$ cat config.mk
export PLATFORM = sky130hd
export DESIGN_NAME = imv_regs
export DESIGN_NICKNAME = d
export VERILOG_FILES = /design/src/imv_pkg.sv /design/src/imv_regs.sv
export SDC_FILE = /design/constraint.sdc
export NUM_CORES = 1
export LEC_CHECK = 0
export BUFFER_PORTS_ARGS = -buffer_cell sky130_fd_sc_hd__buf_2
export CORE_MARGIN = 2
export CORE_UTILIZATION = 45
export CTS_BUF_LIST = sky130_fd_sc_hd__clkbuf_4
export CTS_CLUSTER_SIZE = 28
export DETAILED_ROUTE_END_ITERATION = 8
export GPL_TIMING_DRIVEN = 0
export PLACE_DENSITY = 0.69
export SETUP_SLACK_MARGIN = 0.2
export SYNTH_ARGS = -nofsm -noshare
export SYNTH_HDL_FRONTEND = slang
export SYNTH_SLANG_ARGS = --single-unit
$ cat constraint.sdc
create_clock -name sys_clk -period 5.8 [get_ports sys_clk]
set_input_delay 0.87 -clock sys_clk [delete_from_list [all_inputs] [get_ports sys_clk]]
set_output_delay 0.87 -clock sys_clk [all_outputs]
set_load 0.03 [all_outputs]
$ cat src/imv_pkg.sv
package imv_pkg;

  // ---------------------------------------------------------------
  // register byte addresses (printed offsets are indices, x4)
  // ---------------------------------------------------------------
  localparam logic [7:0] IDX_CLR_ROW01 = 8'hda;
  localparam logic [7:0] IDX_CLR_BASE  = 8'hdb;
  localparam logic [7:0] IDX_CLR_ROW2  = 8'hdc;
  localparam logic [7:0] IDX_CLR_MISC  = 8'hdd;
  localparam logic [7:0] IDX_MSK_MISC  = 8'hde;
  localparam logic [7:0] IDX_MSK_ROW2  = 8'hdf;
  localparam logic [7:0] IDX_MSK_BASE  = 8'he0;
  localparam logic [7:0] IDX_MSK_ROW01 = 8'he1;
  localparam logic [7:0] IDX_VEC_CLR   = 8'he2;
  localparam logic [7:0] IDX_IRQ_STAT  = 8'he8;
  localparam logic [7:0] IDX_IRQ_MASK  = 8'he9;
  localparam int         ADDR_W        = 10;

  // ---------------------------------------------------------------
  // source numbering: base 0..7, row01 8..15, row2 16..19, misc 20..25
  // ---------------------------------------------------------------
  localparam int          NSRC         = 26;
  localparam int          SRC_ROW01    = 8;
  localparam int          SRC_ROW2     = 16;
  localparam int          SRC_MISC     = 20;
  localparam int          ROW2_BITS    = 4;
  localparam int          MISC_BITS    = 6;
  localparam int          SWINT_BIT    = 7;
  localparam logic [7:0]  RST_BYTE     = 8'h00;
  localparam logic [25:0] RST_SRC      = 26'h0;
  // vector code = base + 4 * source index
  localparam logic [7:0]  VEC_BASE     = 8'h04;
  localparam logic [7:0]  VEC_STEP     = 8'h04;
  localparam logic [7:0]  VEC_NONE     = 8'h00;

  // status / mask bits of the block's own interrupt
  localparam int          EV_PEND      = 0;
  localparam int          EV_SWPOST    = 1;
  localparam logic [1:0]  RST_EV       = 2'h0;

endpackage : imv_pkg

$ cat src/imv_regs.sv
// Implementation choice: the Avalon-MM interface to the registers.
`timescale 1ns/1ps
// Notes on behaviour
// - mask bit 0 masks, 1 unmasks source
// - masked sources still record posted interrupts
// - mask only blocks posted becoming pending
// - misc mask: analog 5/4, rtc, converter, i2c
// - row-two mask holds four low bits
// - base mask bit layout, resets zero
// - row 1 high nibble, row 0 low
// - vector read returns lowest-index pending vector
// - vector write clears all posted, pending
// - vector register eight bits, resets zero
// - soft enable plus write one posts
// - soft disabled, write zero clears posted
// - clear register reads posted flags
module imv_regs (
  input  wire logic        sys_clk,
  input  wire logic        rst_n,
  input  wire logic [25:0] src_irq,
  input  wire logic [9:0]  avs_address,
  input  wire logic        avs_read,
  input  wire logic        avs_write,
  input  wire logic [31:0] avs_writedata,
  input  wire logic [3:0]  avs_byteenable,
  output logic      [31:0] avs_readdata,
  output logic             avs_waitrequest,
  output logic      [1:0]  avs_response,
  output logic      [25:0] pending_out,
  output logic             irq
);

  // ---------------------------------------------------------------
  // state
  // ---------------------------------------------------------------
  typedef struct packed {
    logic [25:0] posted;
    logic [25:0] mask;
    logic        swint_en;
    logic [7:0]  vec;
    logic [25:0] pend;
    logic [1:0]  ev_stat;
    logic [1:0]  ev_mask;
    logic        irq;
    logic        ack;
    logic        waitreq;
    logic [31:0] rdata;
    logic [1:0]  resp;
  } imv_state_t;

  imv_state_t s_r;
  imv_state_t s_nxt;

  // ---------------------------------------------------------------
  // bus decode
  // ---------------------------------------------------------------
  // a request is taken only while no answer is out, so a request held
  // through its answer cycle is never taken twice
  logic [7:0] idx;
  logic       req;
  logic       wr_go;
  logic       rd_go;
  logic       hit;

  assign idx   = avs_address[9:2];
  assign req   = (avs_read | avs_write) & ~s_r.ack;
  assign wr_go = avs_write & ~s_r.ack & avs_byteenable[0];
  assign rd_go = avs_read & ~s_r.ack;

  // ---------------------------------------------------------------
  // address match
  // ---------------------------------------------------------------
  // unmapped or misaligned words get an error answer, never a stall
  always_comb begin
    unique case (idx)
      imv_pkg::IDX_CLR_ROW01, imv_pkg::IDX_CLR_BASE,
      imv_pkg::IDX_CLR_ROW2,  imv_pkg::IDX_CLR_MISC,
      imv_pkg::IDX_MSK_MISC,  imv_pkg::IDX_MSK_ROW2,
      imv_pkg::IDX_MSK_BASE,  imv_pkg::IDX_MSK_ROW01,
      imv_pkg::IDX_VEC_CLR,   imv_pkg::IDX_IRQ_STAT,
      imv_pkg::IDX_IRQ_MASK: hit = (avs_address[1:0] == 2'h0);
      default: hit = 1'b0;
    endcase
  end

  // ---------------------------------------------------------------
  // next state
  // ---------------------------------------------------------------
  always_comb begin
    logic [7:0]  wb;
    logic [25:0] sel;
    logic [25:0] wv;
    logic [25:0] set_hw;
    logic [25:0] pend_n;
    logic [7:0]  vec_n;
    logic        vclr;
    logic        swpost;
    wb     = avs_writedata[7:0];
    sel    = '0;
    wv     = '0;
    set_hw = src_irq;
    vclr   = 1'b0;
    vec_n  = imv_pkg::VEC_NONE;
    pend_n = imv_pkg::RST_SRC;
    swpost = 1'b0;
    s_nxt  = s_r;

    // ---------------------------------------------------------------
    // posted flags
    // ---------------------------------------------------------------
    // write to a clear register selects one group of posted flags
    // reserved upper bits of such a write are dropped here
    if (wr_go) begin
      unique case (idx)
        imv_pkg::IDX_CLR_BASE: begin
          sel[7:0] = 8'hff;
          wv[7:0]  = wb;
        end
        imv_pkg::IDX_CLR_ROW01: begin
          sel[15:8] = 8'hff;
          wv[15:8]  = wb;
        end
        imv_pkg::IDX_CLR_ROW2: begin
          sel[19:16] = 4'hf;
          wv[19:16]  = wb[3:0];
        end
        imv_pkg::IDX_CLR_MISC: begin
          sel[25:20] = 6'h3f;
          wv[25:20]  = wb[5:0];
        end
        default: begin
          sel = '0;
        end
      endcase
    end

    // ---------------------------------------------------------------
    // software post and clear
    // ---------------------------------------------------------------
    // clear and post act only on the selected group
    // soft post on ones
    swpost = s_r.swint_en & |(sel & wv);
    for (int i = 0; i < imv_pkg::NSRC; i++) begin
      if (sel[i] && s_r.swint_en && wv[i]) begin
        set_hw[i] = 1'b1;
      end
      // posting ignores mask
      // set wins over a same-cycle clear
      if (sel[i] && !s_r.swint_en && !wv[i]) begin
        s_nxt.posted[i] = set_hw[i];
      end else begin
        s_nxt.posted[i] = s_r.posted[i] | set_hw[i];
      end
    end

    // ---------------------------------------------------------------
    // mask registers and flush
    // ---------------------------------------------------------------
    // mask bit unmasks at one
    if (wr_go) begin
      unique case (idx)
        imv_pkg::IDX_MSK_BASE:  s_nxt.mask[7:0]   = wb;
        imv_pkg::IDX_MSK_ROW01: s_nxt.mask[15:8]  = wb;
        imv_pkg::IDX_MSK_ROW2:  s_nxt.mask[19:16] = wb[3:0];
        imv_pkg::IDX_MSK_MISC: begin
          s_nxt.mask[25:20] = wb[5:0];
          s_nxt.swint_en    = wb[imv_pkg::SWINT_BIT];
        end
        imv_pkg::IDX_VEC_CLR: vclr = 1'b1;
        imv_pkg::IDX_IRQ_MASK: s_nxt.ev_mask = wb[1:0];
        default: vclr = 1'b0;
      endcase
    end
    // flush posted, pending follows
    // a flush also discards a source event landing in the same cycle
    if (vclr) begin
      s_nxt.posted = imv_pkg::RST_SRC;
    end

    // ---------------------------------------------------------------
    // pending and vector
    // ---------------------------------------------------------------
    // pending is posted and mask
    pend_n = s_nxt.posted & s_nxt.mask;
    // lowest index has highest priority
    // vector is registered with pending, so a read sees a settled pair
    for (int i = imv_pkg::NSRC - 1; i >= 0; i--) begin
      if (pend_n[i]) begin
        vec_n = 8'(imv_pkg::VEC_BASE + 8'(i) * imv_pkg::VEC_STEP);
      end
    end
    s_nxt.pend = pend_n;
    s_nxt.vec  = vec_n;

    // ---------------------------------------------------------------
    // event status
    // ---------------------------------------------------------------
    // sticky events, write one to clear, set wins
    // pending event fires on the step from none to some
    if (wr_go && idx == imv_pkg::IDX_IRQ_STAT) begin
      s_nxt.ev_stat = s_r.ev_stat & ~wb[1:0];
    end
    if (|pend_n && !(|s_r.pend)) begin
      s_nxt.ev_stat[imv_pkg::EV_PEND] = 1'b1;
    end
    if (swpost) begin
      s_nxt.ev_stat[imv_pkg::EV_SWPOST] = 1'b1;
    end
    // level output, high while an unmasked event bit is set
    s_nxt.irq = |(s_nxt.ev_stat & s_nxt.ev_mask);

    // ---------------------------------------------------------------
    // bus answer
    // ---------------------------------------------------------------
    // one wait cycle, then ack; waitrequest is its own flop so the
    // port comes straight from a register
    s_nxt.ack   = req;
    s_nxt.waitreq = ~req;
    s_nxt.resp  = 2'h0;
    s_nxt.rdata = '0;
    // an unmapped request still gets its one-cycle answer
    if (req && !hit) begin
      s_nxt.resp = 2'h2;
    end
    // ---------------------------------------------------------------
    // read mux
    // ---------------------------------------------------------------
    // reserved bits read as zero
    if (rd_go) begin
      unique case (idx)
        imv_pkg::IDX_CLR_BASE:  s_nxt.rdata[7:0] = s_r.posted[7:0];
        imv_pkg::IDX_CLR_ROW01: s_nxt.rdata[7:0] = s_r.posted[15:8];
        imv_pkg::IDX_CLR_ROW2:  s_nxt.rdata[3:0] = s_r.posted[19:16];
        imv_pkg::IDX_CLR_MISC:  s_nxt.rdata[5:0] = s_r.posted[25:20];
        imv_pkg::IDX_MSK_BASE:  s_nxt.rdata[7:0] = s_r.mask[7:0];
        imv_pkg::IDX_MSK_ROW01: s_nxt.rdata[7:0] = s_r.mask[15:8];
        imv_pkg::IDX_MSK_ROW2:  s_nxt.rdata[3:0] = s_r.mask[19:16];
        imv_pkg::IDX_MSK_MISC: begin
          s_nxt.rdata[5:0] = s_r.mask[25:20];
          s_nxt.rdata[7]   = s_r.swint_en;
        end
        imv_pkg::IDX_VEC_CLR:  s_nxt.rdata[7:0] = s_r.vec;
        imv_pkg::IDX_IRQ_STAT: s_nxt.rdata[1:0] = s_r.ev_stat;
        imv_pkg::IDX_IRQ_MASK: s_nxt.rdata[1:0] = s_r.ev_mask;
        default: s_nxt.rdata = '0;
      endcase
    end
  end

  // ---------------------------------------------------------------
  // registers
  // ---------------------------------------------------------------
  always_ff @(posedge sys_clk or negedge rst_n) begin
    if (!rst_n) begin
      s_r.posted   <= imv_pkg::RST_SRC;
      s_r.mask     <= imv_pkg::RST_SRC;
      s_r.swint_en <= 1'b0;
      s_r.vec      <= imv_pkg::RST_BYTE;
      s_r.pend     <= imv_pkg::RST_SRC;
      s_r.ev_stat  <= imv_pkg::RST_EV;
      s_r.ev_mask  <= imv_pkg::RST_EV;
      s_r.irq      <= 1'b0;
      s_r.ack      <= 1'b0;
      s_r.waitreq  <= 1'b1;
      s_r.rdata    <= 32'h0;
      s_r.resp     <= 2'h0;
    end else begin
      s_r <= s_nxt;
    end
  end

  // ---------------------------------------------------------------
  // outputs
  // ---------------------------------------------------------------
  // every port is a register bit, no logic after the flops
  assign avs_waitrequest = s_r.waitreq;
  assign avs_readdata    = s_r.rdata;
  assign avs_response    = s_r.resp;
  assign pending_out     = s_r.pend;
  assign irq             = s_r.irq;

endmodule // imv_regs

==> results.toml, run 1 <==
[power_and_ir_drop]
power_switching_w = 0.0003845
swShare_pct = 30.34
cellPowerDensity_nw_per_um2 = 193.2
power.leakage_nw = 3.198
pwr-share-clk_pct = 26.2
p_int_w = 0.0008830
ir_worst_vdd_uv = 88.91
pwr-share-comb_pct = 16.7
seqPwrFrac_pct = 57.1

[die]
initial_core_util_pct = 45.56
core_area_um2 = 12520
std_cell_rows = 41
die_w_um = 116.6
dieArea_um2 = 13590
die_h_um = 116.6
io_pins = 138

[timing]
rsz0062_at_grt = "no"
period_needed_ns = 4.250
relSlewSlack_pct = 14.69
hold_viol = 0
worst_slack_ns = 1.550
period_share_pct = 73.28
fmax_mhz = 235.3
setup-tns-final_ns = 0
slew_viol_final = 0
finalSetupViolCount = 0
tightestPinTransition_ns = 1.269
worst_clock_skew_ns = 0.02442

[critical_path]
required_ns = 6.17
worstPathArrival_ns = 4.63
r2r-start = "s_r[35]"
crit_start = "avs_address[7]"
cp-end-kind = "register"
rrSetupSlack_ns = 1.75
cp_max_fo = 7
crit_type = "in2reg"
startpoint_type = "input port"

[route]
wirelength_um = 18190
wl_per_cell_um = 20.91
vias_per_cell = 5.813
dr.pass1.iters = 6
drtIter0Drc = 528
postRouteAntennaNets = 0
drc = 0
vias = 5057

[cts]
htreeDepth = 3
cts_tree = "built"
cts.clk_slew.worst_paths_ns = 0.15
worstSkewPairLatency_ns = 0.48
hold_buffers = 0
cts-buffers-inserted = 9
cts_resized = 0
cts_root_buffer = "clkbuf_4"
cts.sinks = 100
cts_buffer_depth = 2
cts_setup_buffers = 0

[synth]
synth-simple-area-share_pct = 19.07
syn_avg_cell_area_um2 = 9.901
yosysMostFrequentCell = "dfrtp_1"
ys_ff_latch = 100
synthTopCellsByCount = "dfrtp_1, buf_4, nor2_1"
yosysUniqueCellTypes = 71
synthArstFlopShare_pct = 100.0
ys_seq_area_share_pct = 43.90
synth_top_family_by_area = "simple AND/OR/NAND/NOR gates"
syn-cell-area_um2 = 5703
synth_edf_count = 0
synthXorXnorAreaFrac_pct = 0.1536
yosysTopAreaCell = "dfrtp_1"
synth_ff_type = "dfrtp_1"
synth_cells = 576
yosys_warnings = 0
synth_top_cell_area_share_pct = 43.44
synth.mux.area_fraction_pct = 8.096
yosys-top-cells-area = "dfrtp_1, buf_4, mux2_2"
synth_compound_area_share_pct = 16.45
synth_adder_area_share_pct = 0

[outcome]
status = "complete, no violations"

[global_routing]
grt_max_degree = 74
antenna_found_initial = 0
grt_pass1_wl_um = 27660
grt_pass1_vias = 4754
gr-usage-all-layers_pct = 27.73
globalRouteOverflowTotal = 0

[cells_and_area]
nNetsFinal = 769
syn_to_final_growth_pct = 15.03
drive_gt1_share_pct = 31.28

[placed_design]
gp_congestion = 0.9487
io_buffers = 81
hpwlAfterDp_um = 13800
pre_cts_slack_ns = 1.142

[run]
cap_violations = 0

[min_path]
hold_path.class = "in2async"
## final timing paths
kind,end,cells after the start
max,irq,10
min,s_r[105],1
min in group sys_clk,s_r[93],2
max in group asynchronous,s_r[70],2
max reg2reg,irq,9
min reg2reg,s_r[93],2
## cells in the final DEF (no fill, tap or decap), types with 4 or more instances in the layout
cell,instances
nand2_1,18
a31o_2,5
nand2b_1,5
nand3_1,11
conb_1,25
and2_1,7
mux2_2,20
a21o_1,4
dfrtp_1,99
o41ai_1,6
a31o_1,5
nor2_1,52
or2_2,5
nand4_1,4
buf_4,64
o21ai_0,18
a21oi_1,42
a22o_1,4
clkbuf_1,14
inv_1,25
nor4_2,4
nor4_1,8
a41oi_1,6
and4b_1,4
nor3_1,23
a22oi_1,7
buf_6,4
mux2i_1,15
a221oi_1,10
a221o_1,8
nor2b_1,12
clkbuf_4,10
buf_2,84
and3_1,4
nand4b_1,5
## layer usage
layer  share of wire [%]  track usage (%)  wire (um)  up-vias
li1                    -                -          -     2254
met1                  43            39.26       7792     2473
met2                  44            41.28       8074      288
met3                 9.4            6.798       1703       42
met4                 3.4            10.67        618        0
met5                   0                0          0        -
## final cells by class
type | instances | area, um2
inverter | 26 | 97.59
buffer | 88 | 601.8
clock inverter | 5 | 38.79
multi-input combinational | 386 | 2590
tap | 172 | 215.2
timing repair buffer | 82 | 435.4
sequential | 100 | 2504
clock buffer | 10 | 75.07
fill | 1185 | 5957
antenna | 1 | 2.502
## worst max-delay path: stages
cell and delay (ns):
buf_2 0.11, nand4b_1 0.46, nor4_2 0.82, mux2_2 0.43, and3_1 0.25, or4_4 0.53, nor4_2 0.34, nand4b_1 0.25
a22o_1 0.32, a22o_1 0.23
## registers in the layout, summed over array words and instances, names as in the netlist
| register | flops |
|---|---|
| s_r | 63 |
| pending_out | 26 |
| avs_readdata | 8 |
| avs_response | 1 |
| avs_waitrequest | 1 |
| irq | 1 |
## metrics by stage
step | cell area (um2) | instances | power, W | utilization [%] | hold slack [ns]
after floorplan | 5793 | 600 | 0.0008650 | - | 0.4565
final | 6560 | 870 | 0.001268 | 52.41 | 0.3015
after global placement | 6414 | 853 | 0.0009400 | 51.24 | 0.4731
after CTS | 6558 | 869 | 0.001267 | 52.39 | 0.3009
after global routing | 6558 | 869 | 0.001318 | 52.39 | 0.3066
after detailed placement | 6444 | 854 | 0.0009453 | 51.48 | 0.4925
## logic make-up after synthesis
kind of cell	Yosys count
simple gates	185
compound gates	135
buf+inv	114
flops	100
mux	40
xor+xnor	1
other cells	1
## power by group through the flow
stage               registers (W)  logic, W  clock network [W]
floorplan                0.000735  0.000130                  0
global placement         0.000736  0.000204                  0
detailed placement       0.000736  0.000209                  0
CTS                      0.000724  0.000209           0.000334
global route             0.000726  0.000228           0.000364
finish                   0.000724  0.000212           0.000332
No activity file was read; power rests on OpenSTA's default activity.
==> run 2: changes to the inputs <==
==> constraint.sdc (replaced) <==
create_clock -name sys_clk -period 4.3 [get_ports sys_clk]
set_input_delay 0.645 -clock sys_clk [delete_from_list [all_inputs] [get_ports sys_clk]]
set_output_delay 0.645 -clock sys_clk [all_outputs]
set_load 0.03 [all_outputs]
==> results.toml, run 2 (same netlist as run 1, synthesis figures left out) <==
[power_and_ir_drop]
p_int_w = 0.001191
pwr-share-comb_pct = 16.8
power_switching_w = 0.0005172
cellPowerDensity_nw_per_um2 = 260.0
seqPwrFrac_pct = 57.1
ir_worst_vdd_uv = 120.7
swShare_pct = 30.28
power.leakage_nw = 3.207
pwr-share-clk_pct = 26.0

[die]
dieArea_um2 = 13590
std_cell_rows = 41
initial_core_util_pct = 45.56
die_w_um = 116.6
core_area_um2 = 12520
io_pins = 138
die_h_um = 116.6

[global_routing]
grt_max_degree = 74
gr-usage-all-layers_pct = 27.70
globalRouteOverflowTotal = 0
grt_pass1_wl_um = 27630
grt_pass1_vias = 4750
antenna_found_initial = 0

[cts]
worstSkewPairLatency_ns = 0.48
cts-buffers-inserted = 9
hold_buffers = 0
cts_buffer_depth = 2
cts.sinks = 100
cts_tree = "built"
cts_root_buffer = "clkbuf_4"
htreeDepth = 3
cts.clk_slew.worst_paths_ns = 0.15

[route]
postRouteAntennaNets = 0
wl_per_cell_um = 20.88
vias = 5078
drc = 0
dr.pass1.iters = 5
wirelength_um = 18160
vias_per_cell = 5.837
drtIter0Drc = 541

[critical_path]
required_ns = 4.68
reg2reg_depth = 9
crit_buf_inv = 1
cp_top_family = "simple AND/OR/NAND/NOR gates"
cp-end-kind = "register"
worstPathArrival_ns = 4.43
cp_cell_sequence = "buf_2 > nand4b_1 > nor4_2 > mux2_2 > and3_1 > or4_4 > nor4_2 > nand4b_1 > a22o_1 > a22o_1"
cp_max_fo = 7
max_stage_delay_ns = 0.79
crit_type = "in2reg"
startpoint_type = "input port"
cp_num_cells = 10
cp_slowest_cell = "nor4_2"

[timing]
finalSetupViolCount = 0
period_needed_ns = 4.050
tightestPinTransition_ns = 1.003
worst_clock_skew_ns = 0.01990
slew_viol_final = 0
fmax_mhz = 246.9
relSlewSlack_pct = 32.56
rsz0062_at_grt = "no"
whs_ns = 0.07809
hold_viol = 0
period_share_pct = 94.19

[cells_and_area]
fillers = 1183
final_common_cell = "dfrtp_1"
top_register = "s_r"
nNetsFinal = 769
syn_to_final_growth_pct = 15.20
mostFrequentLayoutCells = "dfrtp_1, buf_2, buf_4"
multiInputGateArea_um2 = 2599
final_cell_area_um2 = 6570
largest_register_ff_count = 63
drive_gt1_share_pct = 31.42
seq_area_um2 = 2504

[placed_design]
postPlaceCellArea_um2 = 6444
io_buffers = 81
gp_congestion = 0.9487
hpwlAfterDp_um = 13800

[run]
cap_violations = 0

[outcome]
status = "complete, no violations"

[min_path]
hold_path.class = "in2async"
[run 2: cell type report]
| cell class | instances | share of cell area, % |
|---|---|---|
| antenna | 1 | 0.03809 |
| clock inverter | 5 | 0.5904 |
| buffer | 88 | 9.179 |
| multi-input combinational | 386 | 39.55 |
| inverter | 26 | 1.485 |
| tap | 172 | 3.276 |
| timing repair buffer | 82 | 6.627 |
| clock buffer | 10 | 1.143 |
| sequential | 100 | 38.11 |
[run 2: final timing paths]
check	start	slack, ns	end
max reg2reg	s_r[35]	0.35	irq
max in group asynchronous	rst_n	3.53	avs_waitrequest
max	avs_address[7]	0.25	irq
min in group sys_clk	src_irq[7]	0.43	s_r[109]
min	rst_n	0.08	s_r[105]
min reg2reg	s_r[93]	0.53	s_r[93]
[run 2: layer usage]
layer	up-vias	track usage [%]	routed length [um]
met4	0	10.20	655
met1	2494	39.36	7682
met2	284	41.28	8016
met3	45	6.798	1809
li1	2255	-	-
met5	-	0	0
[run 2: stage by stage]
| step | std cells | worst slack, ns | TNS, ns | power (W) | util [%] |
|---|---|---|---|---|---|
| after global placement | 853 | -0.1582 | -0.1582 | 0.001268 | 51.24 |
| after CTS | 869 | 0.3184 | 0 | 0.001709 | 52.39 |
| after detailed placement | 854 | -0.1327 | -0.1327 | 0.001275 | 51.48 |
| final | 870 | 0.2498 | 0 | 0.001708 | 52.49 |
| after global routing | 869 | 0.2141 | 0 | 0.001778 | 52.47 |
| after floorplan | 600 | 0.7855 | 0 | 0.001167 | - |
[run 2: power by group through the flow]
stage / Sequential, W / Clock [W] / Combinational [W]
CTS: 0.000976 / 0.000451 / 0.000282
global placement: 0.000993 / 0 / 0.000275
finish: 0.000976 / 0.000445 / 0.000287
global route: 0.000979 / 0.000491 / 0.000307
detailed placement: 0.000993 / 0 / 0.000282
floorplan: 0.000992 / 0 / 0.000175
[run 2: repair_timing]
| item | CTS | global route |
|---|---|---|
| setup endpoints to repair | 0 | 1 |
| buffers inserted | 0 | 0 |
| resized for setup | 0 | 3 |
| endpoints found under the hold margin | 0 | 0 |
